### src/inc/gccr_params.svh
// Offsets, field positions, reset values and timing counts of the control bank
`ifndef GCCR_PARAMS_SVH
`define GCCR_PARAMS_SVH

// ----------------------------------------------------------------
// Register offsets
// ----------------------------------------------------------------
`define GCCR_OFS_GENERAL        7'h00
`define GCCR_OFS_CLOCK_RECOVERY_LOOPBACK_CONTROL         7'h01

// ----------------------------------------------------------------
// General control fields
// ----------------------------------------------------------------
`define GCCR_GEN_RESERVED       7
`define GCCR_GEN_IRQ_EN         6
`define GCCR_GEN_STAT_LAT       5
`define GCCR_GEN_CNTR_LAT       4
`define GCCR_GEN_BLK_MODE       3
`define GCCR_GEN_PIN_SEL        2
`define GCCR_GEN_LOGIC_RST      1
`define GCCR_GEN_MASTER_RST     0

// ----------------------------------------------------------------
// Clock recovery and loopback fields
// ----------------------------------------------------------------
`define GCCR_CLK_TX_INV         7
`define GCCR_CLK_RX_INV         6
`define GCCR_CLK_EXT_REC        5
`define GCCR_CLK_SEL_HI         4
`define GCCR_CLK_SEL_LO         3
`define GCCR_CLK_SRC_LOOP       2
`define GCCR_CLK_LINE_LOOP      1
`define GCCR_CLK_CELL_LOOP      0

// ----------------------------------------------------------------
// Reset values and timing counts
// ----------------------------------------------------------------
`define GCCR_GEN_RESET          8'h00
`define GCCR_CLOCK_RECOVERY_LOOPBACK_CONTROL_RESET       8'h00
`define GCCR_LOGIC_RST_CYCLES   4
`define GCCR_MASTER_RST_CYCLES  8
`define GCCR_SYNC_INIT          19'h38000

`endif

### src/inc/gccr_pkg.sv
// Types shared by the control bank files
package gccr_pkg;

	// Reset sequencer states
	typedef enum logic [1:0] {
		GCCR_IDLE   = 2'b00,
		GCCR_LOGIC  = 2'b01,
		GCCR_MASTER = 2'b10
	} gccr_state_t;

	// Transmit clock source encoding
	typedef enum logic [1:0] {
		GCCR_TX_REF19M = 2'b00,
		GCCR_TX_LOOP   = 2'b01,
		GCCR_TX_REF8K  = 2'b10,
		GCCR_TX_155M   = 2'b11
	} gccr_txsrc_t;

endpackage

### src/hw/gccr_top.sv
// General control and clock recovery control registers with their side effects
//
// Functional notes
// RULE_01 - General bit 6 enables interrupt pin
// RULE_02 - Bit 5: status latches on one-second edge
// RULE_03 - Bit 4: counters latch on one-second edge
// RULE_04 - Bit 3 set: one count per errored frame
// RULE_05 - Bit 3 clear: add all frame errors
// RULE_06 - Bit 2 set: pins show output register
// RULE_07 - Bit 2 clear: pins show alarms
// RULE_08 - Any data link enable overrides pin source
// RULE_09 - Bit 1: reset machines, keep registers
// RULE_10 - Bit 0: hold reset, registers to defaults
// RULE_11 - Software writes zero to reserved bit 7
// RULE_12 - Clock bit 7 inverts transmit clock
// RULE_13 - Bit 6 picks receive edge, external only
// RULE_14 - Bit 5 bypasses internal clock recovery
// RULE_15 - Bits 4:3 select transmit clock source
// RULE_16 - Bit 2 enables source loopback
// RULE_17 - Bit 1 enables line loopback
// RULE_18 - Bit 0 loops cell bus, floats pins
// RULE_19 - Latching covers status and counter registers
// RULE_20 - Reset bits clear themselves
`timescale 1ns/1ps
`include "gccr_params.svh"

module gccr_top #(
	parameter int ERR_W = 8
) (
	input  wire logic                  clk,
	input  wire logic                  reset_n,
	// Parallel register port pins
	input  wire logic                  cs_n,
	input  wire logic                  rd_n,
	input  wire logic                  wr_n,
	input  wire logic [6:0]            addr,
	input  wire logic [7:0]            data_in,
	output logic      [7:0]            data_out,
	output logic                       data_oe,
	// One-second pin and latch strobes
	input  wire logic                  one_second_pulse_in,
	output logic                       status_latch_update,
	output logic                       counter_latch_update,
	// Interrupt request and pin
	input  wire logic                  irq_request,
	output logic                       irq_out_n,
	// Per-frame error figures and counter steps
	input  wire logic                  frame_done,
	input  wire logic [ERR_W-1:0]      section_parity_errors,
	input  wire logic [ERR_W-1:0]      line_parity_errors,
	input  wire logic [ERR_W-1:0]      path_parity_errors,
	input  wire logic [ERR_W-1:0]      line_far_end_errors,
	input  wire logic [ERR_W-1:0]      path_far_end_errors,
	output logic                       count_step_valid,
	output logic      [ERR_W-1:0]      section_parity_error_step,
	output logic      [ERR_W-1:0]      line_parity_error_step,
	output logic      [ERR_W-1:0]      path_parity_error_step,
	output logic      [ERR_W-1:0]      line_far_end_error_step,
	output logic      [ERR_W-1:0]      path_far_end_error_step,
	// Status pin sources
	input  wire logic [7:0]            output_pin_value,
	input  wire logic [7:0]            alarm_status,
	input  wire logic [7:0]            link_pin_value,
	input  wire logic                  tx_section_link_enable,
	input  wire logic                  tx_line_link_enable,
	input  wire logic                  rx_section_link_enable,
	input  wire logic                  rx_line_link_enable,
	output logic      [7:0]            status_pins,
	// Resets for the rest of the device
	output logic                       state_machine_reset,
	output logic                       register_default_load,
	// Clock recovery and loopback controls
	output logic                       tx_clock_invert,
	output logic                       rx_sample_falling,
	output logic                       external_recovery_enable,
	output gccr_pkg::gccr_txsrc_t      tx_clock_source,
	output logic                       source_loopback,
	output logic                       line_loopback,
	output logic                       cell_bus_loopback,
	output logic                       cell_bus_drive_enable
);
	import gccr_pkg::*;

	// ----------------------------------------------------------------
	// Elaboration checks
	// ----------------------------------------------------------------
	if (ERR_W < 1 || ERR_W > 16) begin : g_bad_width
		$error("ERR_W must lie between 1 and 16");
	end

	// ----------------------------------------------------------------
	// Functions
	// ----------------------------------------------------------------
	// Step for one counter: one per errored frame or the full figure
	function automatic logic [ERR_W-1:0] err_step(input logic [ERR_W-1:0] n,
		input logic blk);
		err_step = blk ? ERR_W'(n != '0) : n;
	endfunction

	// ----------------------------------------------------------------
	// Pin synchronisation
	// ----------------------------------------------------------------
	logic [18:0] pin_sync;        // Synchronised pin group
	logic [18:0] pin_dly_r;       // One cycle older copy
	logic        wr_fire;         // End of a host write
	logic        rd_active;       // Host read in progress
	logic        sec_rise;        // Rising edge of one-second pin
	logic        hit_gen_w;       // Write aimed at general control
	logic        hit_clk_w;       // Write aimed at clock control
	logic [7:0]  wdata;           // Data of the finishing write
	logic [6:0]  waddr;           // Address of the finishing write

	gccr_sync #(
		.W    (19),
		.INIT (`GCCR_SYNC_INIT)
	) u_sync (
		.clk      (clk),
		.reset_n  (reset_n),
		.pin_in   ({one_second_pulse_in, cs_n, rd_n, wr_n, addr, data_in}),
		.sync_out (pin_sync)
	);

	// Delayed copy for edge detection
	always_ff @(posedge clk or negedge reset_n) begin
		if (!reset_n)
			pin_dly_r <= `GCCR_SYNC_INIT;
		else
			pin_dly_r <= pin_sync;
	end

	// Write is taken on the rising edge of the write strobe
	assign wr_fire   = pin_sync[15] & ~pin_dly_r[15] & ~pin_dly_r[17];
	assign waddr     = pin_dly_r[14:8];
	assign wdata     = pin_dly_r[7:0];
	assign hit_gen_w = wr_fire & (waddr == `GCCR_OFS_GENERAL);
	assign hit_clk_w = wr_fire & (waddr == `GCCR_OFS_CLOCK_RECOVERY_LOOPBACK_CONTROL);
	assign rd_active = ~pin_sync[17] & ~pin_sync[16];
	assign sec_rise  = pin_sync[18] & ~pin_dly_r[18];

	// ----------------------------------------------------------------
	// Control registers
	// ----------------------------------------------------------------
	logic [7:0] gen_r;            // General control
	logic [7:0] clk_r;            // Clock recovery and loopback control
	logic [7:0] gen_nxt;
	logic [7:0] clk_nxt;
	logic       master_req;       // Master reset bit currently set

	assign master_req = gen_r[`GCCR_GEN_MASTER_RST];

	// Next values; reset bits clear themselves one cycle after the write
	always_comb begin
		gen_nxt = gen_r;
		clk_nxt = clk_r;
		gen_nxt[`GCCR_GEN_LOGIC_RST]  = 1'b0;                        // [RULE_20]
		gen_nxt[`GCCR_GEN_MASTER_RST] = 1'b0;                        // [RULE_20]
		if (master_req) begin
			gen_nxt = `GCCR_GEN_RESET;                               // [RULE_10]
			clk_nxt = `GCCR_CLOCK_RECOVERY_LOOPBACK_CONTROL_RESET;                            // [RULE_10]
		end else begin
			if (hit_gen_w)
				gen_nxt = wdata;
			if (hit_clk_w)
				clk_nxt = wdata;
		end
	end

	// Register state
	always_ff @(posedge clk or negedge reset_n) begin
		if (!reset_n) begin
			gen_r <= `GCCR_GEN_RESET;
			clk_r <= `GCCR_CLOCK_RECOVERY_LOOPBACK_CONTROL_RESET;
		end else begin
			gen_r <= gen_nxt;
			clk_r <= clk_nxt;
		end
	end

	// ----------------------------------------------------------------
	// Read path
	// ----------------------------------------------------------------
	logic [7:0] rd_mux;           // Read data selection
	logic       rd_hit;           // Read aimed at this bank

	assign rd_hit = (pin_sync[14:8] == `GCCR_OFS_GENERAL) |
		(pin_sync[14:8] == `GCCR_OFS_CLOCK_RECOVERY_LOOPBACK_CONTROL);
	assign rd_mux = (pin_sync[14:8] == `GCCR_OFS_CLOCK_RECOVERY_LOOPBACK_CONTROL) ? clk_r : gen_r;

	// Read data held in a flop; the bus is driven only for our offsets
	always_ff @(posedge clk or negedge reset_n) begin
		if (!reset_n) begin
			data_out <= 8'h00;
			data_oe  <= 1'b0;
		end else begin
			data_out <= rd_mux;
			data_oe  <= rd_active & rd_hit;
		end
	end

	// ----------------------------------------------------------------
	// Reset sequencer
	// ----------------------------------------------------------------
	gccr_state_t state_r;
	gccr_state_t state_nxt;
	logic [3:0]  rst_cnt_r;
	logic [3:0]  rst_cnt_nxt;

	// Master reset wins over a logic reset written at the same time
	always_comb begin
		state_nxt   = state_r;
		rst_cnt_nxt = rst_cnt_r;
		case (state_r)
			GCCR_IDLE: begin
				rst_cnt_nxt = 4'h0;
			end
			GCCR_LOGIC: begin
				rst_cnt_nxt = rst_cnt_r + 4'h1;
				if (rst_cnt_r == 4'(`GCCR_LOGIC_RST_CYCLES - 1))
					state_nxt = GCCR_IDLE;
			end
			GCCR_MASTER: begin
				rst_cnt_nxt = rst_cnt_r + 4'h1;
				if (rst_cnt_r == 4'(`GCCR_MASTER_RST_CYCLES - 1))
					state_nxt = GCCR_IDLE;
			end
			default: begin
				state_nxt = GCCR_IDLE;
			end
		endcase
		if (master_req) begin
			state_nxt   = GCCR_MASTER;                               // [RULE_10]
			rst_cnt_nxt = 4'h0;
		end else if (gen_r[`GCCR_GEN_LOGIC_RST]) begin
			state_nxt   = GCCR_LOGIC;                                // [RULE_09]
			rst_cnt_nxt = 4'h0;
		end
	end

	// Sequencer state and reset outputs
	always_ff @(posedge clk or negedge reset_n) begin
		if (!reset_n) begin
			state_r               <= GCCR_IDLE;
			rst_cnt_r             <= 4'h0;
			state_machine_reset   <= 1'b0;
			register_default_load <= 1'b0;
		end else begin
			state_r               <= state_nxt;
			rst_cnt_r             <= rst_cnt_nxt;
			state_machine_reset   <= (state_nxt != GCCR_IDLE);       // [RULE_09]
			register_default_load <= (state_nxt == GCCR_MASTER);     // [RULE_10]
		end
	end

	// ----------------------------------------------------------------
	// Interrupt, latching, error steps and status pins
	// ----------------------------------------------------------------
	logic link_override;          // Any data link enable set

	assign link_override = tx_section_link_enable | tx_line_link_enable |
		rx_section_link_enable | rx_line_link_enable;

	// Registered outputs driven from the control bits
	always_ff @(posedge clk or negedge reset_n) begin
		if (!reset_n) begin
			irq_out_n                 <= 1'b1;
			status_latch_update       <= 1'b0;
			counter_latch_update      <= 1'b0;
			count_step_valid          <= 1'b0;
			section_parity_error_step <= '0;
			line_parity_error_step    <= '0;
			path_parity_error_step    <= '0;
			line_far_end_error_step   <= '0;
			path_far_end_error_step   <= '0;
			status_pins               <= 8'h00;
		end else begin
			irq_out_n <= ~(gen_r[`GCCR_GEN_IRQ_EN] & irq_request);   // [RULE_01]
			// Latched registers follow the strobe; level when latching off
			status_latch_update  <= gen_r[`GCCR_GEN_STAT_LAT] ?
				sec_rise : 1'b1;                                     // [RULE_02] [RULE_19]
			counter_latch_update <= gen_r[`GCCR_GEN_CNTR_LAT] ?
				sec_rise : 1'b1;                                     // [RULE_03] [RULE_19]
			count_step_valid     <= frame_done;
			if (frame_done) begin
				// [RULE_04] [RULE_05]
				section_parity_error_step <= err_step(section_parity_errors,
					gen_r[`GCCR_GEN_BLK_MODE]);
				line_parity_error_step    <= err_step(line_parity_errors,
					gen_r[`GCCR_GEN_BLK_MODE]);
				path_parity_error_step    <= err_step(path_parity_errors,
					gen_r[`GCCR_GEN_BLK_MODE]);
				line_far_end_error_step   <= err_step(line_far_end_errors,
					gen_r[`GCCR_GEN_BLK_MODE]);
				path_far_end_error_step   <= err_step(path_far_end_errors,
					gen_r[`GCCR_GEN_BLK_MODE]);
			end
			if (link_override)
				status_pins <= link_pin_value;                       // [RULE_08]
			else if (gen_r[`GCCR_GEN_PIN_SEL])
				status_pins <= output_pin_value;                     // [RULE_06]
			else
				status_pins <= alarm_status;                         // [RULE_07]
		end
	end

	// ----------------------------------------------------------------
	// Clock recovery and loopback controls
	// ----------------------------------------------------------------
	assign tx_clock_invert          = clk_r[`GCCR_CLK_TX_INV];      // [RULE_12]
	assign external_recovery_enable = clk_r[`GCCR_CLK_EXT_REC];     // [RULE_14]
	assign tx_clock_source          = gccr_txsrc_t'(
		clk_r[`GCCR_CLK_SEL_HI:`GCCR_CLK_SEL_LO]);                   // [RULE_15]
	assign source_loopback          = clk_r[`GCCR_CLK_SRC_LOOP];    // [RULE_16]
	assign line_loopback            = clk_r[`GCCR_CLK_LINE_LOOP];   // [RULE_17]
	assign cell_bus_loopback        = clk_r[`GCCR_CLK_CELL_LOOP];   // [RULE_18]
	assign cell_bus_drive_enable    = ~clk_r[`GCCR_CLK_CELL_LOOP];  // [RULE_18]

	// Falling receive edge only counts with external recovery
	always_ff @(posedge clk or negedge reset_n) begin
		if (!reset_n)
			rx_sample_falling <= 1'b0;
		else
			rx_sample_falling <= clk_nxt[`GCCR_CLK_RX_INV] &
				clk_nxt[`GCCR_CLK_EXT_REC];                          // [RULE_13]
	end
endmodule

### src/hw/gccr_sync.sv
// Two-stage synchroniser for a group of pin inputs
`timescale 1ns/1ps

module gccr_sync #(
	parameter int              W    = 1,
	parameter logic [W-1:0]    INIT = '0
) (
	input  wire logic          clk,
	input  wire logic          reset_n,
	input  wire logic [W-1:0]  pin_in,
	output logic      [W-1:0]  sync_out
);
	// ----------------------------------------------------------------
	// Synchroniser stages
	// ----------------------------------------------------------------
	logic [W-1:0] meta_r;   // First stage, read only by the second

	// Two flops in series, constant reset value
	always_ff @(posedge clk or negedge reset_n) begin
		if (!reset_n) begin
			meta_r   <= INIT;
			sync_out <= INIT;
		end else begin
			meta_r   <= pin_in;
			sync_out <= meta_r;
		end
	end
endmodule

### config.mk
export PLATFORM = sky130hd
export DESIGN_NAME = gccr_top
export DESIGN_NICKNAME = d
export VERILOG_FILES = /design/src/inc/gccr_pkg.sv /design/src/hw/gccr_top.sv /design/src/hw/gccr_sync.sv
export VERILOG_INCLUDE_DIRS = /design/src /design/src/inc
export SDC_FILE = /design/constraint.sdc
export NUM_CORES = 1
export LEC_CHECK = 0
export ABC_CLOCK_PERIOD_IN_PS = 1900
export BUFFER_PORTS_ARGS = -buffer_cell sky130_fd_sc_hd__buf_4
export CORE_MARGIN = 2
export CORE_UTILIZATION = 50
export CTS_BUF_LIST = sky130_fd_sc_hd__clkbuf_16
export CTS_CLUSTER_DIAMETER = 150
export DETAILED_ROUTE_END_ITERATION = 10
export PLACE_DENSITY = 0.81
export SLEW_MARGIN = 30
export SYNTH_ARGS = -nofsm -noshare
export SYNTH_HDL_FRONTEND = slang
export SYNTH_SLANG_ARGS = --single-unit
### constraint.sdc
create_clock -name clk -period 1.9 [get_ports clk]
set_input_delay 0.095 -clock clk [delete_from_list [all_inputs] [get_ports clk]]
set_output_delay 0.095 -clock clk [all_outputs]
set_load 0.005 [all_outputs]
# [After elaboration in Yosys (flattened, before gate mapping)]
# Cells that the tools add are included.
[op_classes] mux=22 n_bitwise=20 n_addsub=1 eq_ne=7 reduce_logical=13
[op_table] cell="2-to-1 mux 8 bit" count=12
[op_table] cell="nonzero test 8 bit" count=5
[op_table] cell="equality test 7 x 1 -> 1 bit, second input constant" count=2
[op_table] cell="logical NOT 7 bit" count=2
[op_table] cell="bitwise AND 1 bit" count=9
[op_table] cell="2-to-1 mux 2 bit" count=4
[op_table] cell="2-to-1 mux 4 bit" count=2
[op_table] cell="case mux 4 bit (2 select lines)" count=1
[op_table] cell="inverter 1 bit" count=7
[op_table] cell="case mux 2 bit (3 select lines)" count=1
[op_table] cell="nonzero test 2 bit" count=3
[op_table] cell="adder 4 x 1 -> 4 bit, second input constant" count=1
[op_table] cell="equality test 2 bit, second input constant" count=2
[op_table] cell="equality test 4 x 2 -> 1 bit, second input constant" count=1
[op_table] cell="equality test 4 x 3 -> 1 bit, second input constant" count=1
[op_table] cell="OR 1 bit" count=4
[op_table] cell="nonzero test 4 bit" count=1
[op_table] cell="equality test 2 x 1 -> 1 bit, second input constant" count=1
[op_table] cell="logical NOT 2 bit" count=1
[op_table] cell="2-to-1 mux 1 bit" count=2
[op_table] cell="OR reduction 2 bit" count=1
[totals] ff_bits=143 wordCells=87 out_inout_bits=72 inputBits=91

# [Depth between registers and ports, before layout]
[depth] depth_word=7 mapped_depth=6 ltp_nobuf=5

# [Modules after synthesis]
# A second synthesis with hierarchy kept.
[unflattened] hier_cells=433 hier_area_um2=5348.9
[modules_own_cells] mod="gccr_top" instances=1 area_each_um2=4390.5 seq_area_each_um2=2606.2 cells_each=395
[modules_own_cells] mod="gccr_sync" instances=1 area_each_um2=958.4 seq_area_each_um2=958.4 cells_each=38

# [Worst setup path before layout]
# No wires, ideal clock.
[synth_path] path_kind="register to register" from="register pin_dly_r[17]" to="register clk_r[0]" setup_ps=136 setup_slack_ps=405 t_required_ps=1764 n_path_buf=1 arrival_time_ps=1358 period_less_slack_ps=1495 stages_incl_launch_ff=5 path_cell_list="dfstp_2 > or4_4 > buf_6 > o31ai_1 > a21oi_1"
[synth_between] elab_chain_len=4
[synth_lines] element="start, declared" line_no="gccr_top.sv:104" rtl="logic [18:0] pin_dly_r;"
[synth_lines] element="start signal, assigned" line_no="gccr_top.sv:126" rtl="pin_dly_r <= `GCCR_SYNC_INIT;"
[synth_lines] element="start signal, assigned" line_no="gccr_top.sv:128" rtl="pin_dly_r <= pin_sync;"
[synth_lines] element="inverter 1 bit" line_no="gccr_top.sv:132" rtl="assign wr_fire = pin_sync[15] & ~pin_dly_r[15] & ~pin_dly_r[17];"
[synth_lines] element="bitwise AND 1 bit" line_no="gccr_top.sv:132"
[synth_lines] element="bitwise AND 1 bit" line_no="gccr_top.sv:136" rtl="assign hit_clk_w = wr_fire & (waddr == `GCCR_OFS_CLOCK_RECOVERY_LOOPBACK_CONTROL);"
[synth_lines] element="nonzero test 2 bit (no source line)"
[synth_lines] element="end signal, assigned" line_no="gccr_top.sv:172" rtl="clk_r <= `GCCR_CLOCK_RECOVERY_LOOPBACK_CONTROL_RESET;"
[synth_lines] element="end signal, assigned" line_no="gccr_top.sv:175" rtl="clk_r <= clk_nxt;"
[synth_lines] element="end, declared" line_no="gccr_top.sv:144" rtl="logic [7:0] clk_r;"
# Every way passes these cells.
# A chain may end at the register's enable or synchronous reset.

# [Worst setup path in the final report]
[layout_path] from="register pin_dly_r[9]" to="register clk_r[7]"
[layout_between] elab_chain_len=3
[layout_lines] element="equality test 7 x 1 -> 1 bit (no source line)"
[layout_lines] element="bitwise AND 1 bit" line_no="gccr_top.sv:136"
[layout_lines] element="nonzero test 2 bit (no source line)"
# Every way passes these cells.

==> results.md <==
* Initial antenna violation count at 0
* Vias post-DR at ~4300
* Worst setup EP type: flip-flop
* Largest stage delay, worst path at ~0.74 ns
* CTS Sinks at around 140
* Final Cycle Share at 92.46%
* Maximum root-to-sink buffer count at 2
* Total CTS buffers at 17
* F_max at ~570 MHz
* Clk root buf: clkbuf_16
* Reg2Reg Setup Slack at 0.14 ns
* Mean area per synthesized cell at 12.33 um^2
* Average vias per placed instance at slightly above 5
* IO Count at approximately 160
* Unrepaired setup endpoints after global routing: no
* Die ar. at 11540 um^2
* Placed Cells at just over 700
* Syn Std Cell Area at 5350 um^2
* Synthesized Nets at 530
* HPWL after DPL at 8191 um
* DRT antenna net count at 0
* Synth Instances at 434
* LEAKAGE at roughly 0.0038 uW
* Crit path required time at 2.17 ns
* Core area at a little over 10000 um^2
* Routability cong. at about 0.9
* Worst Min Path Start: alarm_status[5]
* Setup TNS Final at 0 ns
* 1st-iter DRT viols at approximately 320
* WHS Endpoint: status_pins[5]
* Synth warn at 0
* Share of cells above drive strength 1 at between 30% and 40%
* Worst Path Arrival at a little over 2 ns
* Grt ovf at 0
* Ant. Diodes at 0
* CTS tree: built
* DRC at 0
* Worst Reg-to-Reg Cells at 3
* Area Growth Syn to Fin at 50.70%
* Port bufs at approximately 160
* Worst setup path category: flip-flop to flip-flop
* WHS Path Cells at 3
* Sequential element share of the synthesized area at 66.63%
* Initial core utilization at 51.59%
* Final min period at 1.757 ns
* Fill cells at 634
* Worst hold path type: primary input to flip-flop
* Final hold vios at 0
* Pwr dens at just over 900 nW/um^2
* Synthesized flop and latch total at 142
* Worst Max-Slew Pin Slew at 0.6803 ns
* Final total power at approximately 7400 uW
* Post-Layout Cell Count at approximately 800
* Die height at ~110 um
* Critical path, cell by cell: or4b_1 -> o31ai_1 -> a21oi_1
* Util after Layout at approximately 78%
* RR Endpoint: clk_r[7]
* Clock Pin Slew Worst Setup and Hold Paths at 0.06 ns
* Hold_ws at between 0.01 and 0.015 ns
* Setup Skew at approximately 0.015 ns
* Status: finished, final reports clean
* GRT Util Overall at between 20% and 30%
* Post-layout nets at 770
* Area occupied by multi-input gates at 1493 um^2
* Primary FF master, synth: dfrtp_1
* CP Launch Type: flip-flop
* Drt pass-1 iters at 5
* CP max stage cell: or4b_1
* First-pass GRT wire length at between 20000 and 25000 um
* Fin. max-slew vios at 0
* VDD IR-drop max at about 0.00084 V
* Total Wirelength at 13410 um
* Die X at around 110 um
* Vias in the first global route at approximately 4400
* Ys async rst share at between 90% and 100%
* FF/Latch Area at about 3600 um^2
* Largest net degree at the start of global routing at between 80 and 90
* Rel. slew slack at about 55%
* Htree depth at 4
* Max Cap Viol at 0
* Clock Latency Late Sink at 0.41 ns
* Reg-to-Reg Start: pin_dly_r[9]
* # Post-CTS Setup Buffers at 0
* Row cnt at 37
* Yosys cell types at 36
* CP max FO at 8
* EDFF count, synth at 0
* Final setup fails at 0
* DR WL/cell at 16.29 um
==> sequential cells by signal, summed over array words and instances, names as in the netlist, 2 cells and up <==
| register | flops |
|---|---|
| path_parity_error_step | 8 |
| line_far_end_error_step | 8 |
| path_far_end_error_step | 8 |
| u_sync.sync_out | 19 |
| clk_r | 8 |
| section_parity_error_step | 8 |
| state_r | 2 |
| line_parity_error_step | 8 |
| rst_cnt_r | 4 |
| status_pins | 8 |
| gen_r | 8 |
| data_out | 8 |
| pin_dly_r | 18 |
| u_sync.meta_r | 19 |
==> cells by family (layout without fill, tap and decap cells) <==
kind of cell | count (synthesis) | in the layout | share of synthesized area (%)
mux | 20 | 20 | 3.906
flops | 142 | 142 | 66.63
compound gates | 89 | 89 | 9.706
buf+inv | 71 | 324 | 5.472
simple gates | 107 | 107 | 13.12
fa+ha+maj | 5 | 5 | 1.169
==> power by group <==
group | switching (uW) | leakage [uW] | internal [uW]
logic | 312 | 0.00176 | 429
clock network | 1340 | 0.000299 | 1990
registers | 94.1 | 0.00173 | 3200
==> synth_stat cells (9+ instances only) <==
cell type,instances,area [um^2]
a21oi_1,22,110.1
mux2i_1,13,130.1
nand4_1,13,81.33
inv_1,45,168.9
dfrtp_1,133,3328
nor2_1,18,67.56
o21ai_0,39,195.2
o31ai_1,13,97.59
clkbuf_1,19,71.32
nand3b_1,36,270.3
dfstp_2,9,236.5
==> what timing repair did <==
action,in CTS,in global routing
hold buffers,76,0
resized for setup,0,0
endpoints found under the hold margin,114,0
==> worst max-delay path by stage <==
stage             startpoint  cells past startpoint             end  slack, ns
2_1_floorplan  pin_dly_r[17]                      4        clk_r[0]       0.41
3_3_place_gp    pin_dly_r[9]                      3        clk_r[7]       0.29
3_5_place_dp    pin_dly_r[9]                      3        clk_r[7]       0.22
4_1_cts             gen_r[2]                      3  status_pins[0]       0.18
5_1_grt         pin_dly_r[9]                      3        clk_r[7]       0.04
6_report        pin_dly_r[9]                      3        clk_r[7]       0.14
==> routing by layer <==
| metal | share of wire (%) | global-route usage (%) | vias up |
|---|---|---|---|
| li1 | - | - | 1999 |
| met1 | 38 | 27.63 | 2098 |
| met2 | 55 | 43.90 | 129 |
| met3 | 3.8 | 5.266 | 32 |
| met4 | 3.2 | 13.37 | 0 |
| met5 | 0 | 0 | - |
==> per-stage QoR <==
step | setup slack [ns] | instance area [um^2]
after detailed placement | 0.2167 | 6696
after global placement | 0.2901 | 6696
after floorplan | 0.4055 | 5350
after CTS | 0.1762 | 8063
after global routing | 0.03588 | 8063
final | 0.1433 | 8063
==> cell usage in the layout, fill, tap and decap left out, types with 6 or more instances in the layout <==
master / netlist / routed
a21oi_1: 22 / 22
buf_4: 2 / 169
clkbuf_16: 0 / 17
dfrtp_1: 133 / 133
dfstp_2: 9 / 9
dlygate4sd3_1: 0 / 76
inv_1: 45 / 46
mux2_2: 7 / 7
mux2i_1: 13 / 13
nand2_1: 7 / 7
nand3b_1: 36 / 36
nand4_1: 13 / 13
nor2_1: 18 / 18
o21ai_0: 39 / 39
o31ai_1: 13 / 13
or4_1: 6 / 6
==> cell type report <==
class / instances / area share [%]
Sequential cell: 142 / 44.21
Timing Repair Buffer: 247 / 25.56
Multi-Input combinational cell: 221 / 18.51
Clock buffer: 17 / 5.276
Clock inverter: 15 / 2.235
Tap cell: 136 / 2.110
Inverter: 45 / 2.095
==> worst max-delay path: cells and delay by family, from the launching register on <==
family / cells / cell delay [ns]
simple gates: 1 / 0.74
compound gates: 2 / 0.44
flops: 1 / 0.43
(Power assumes the default switching activity.)
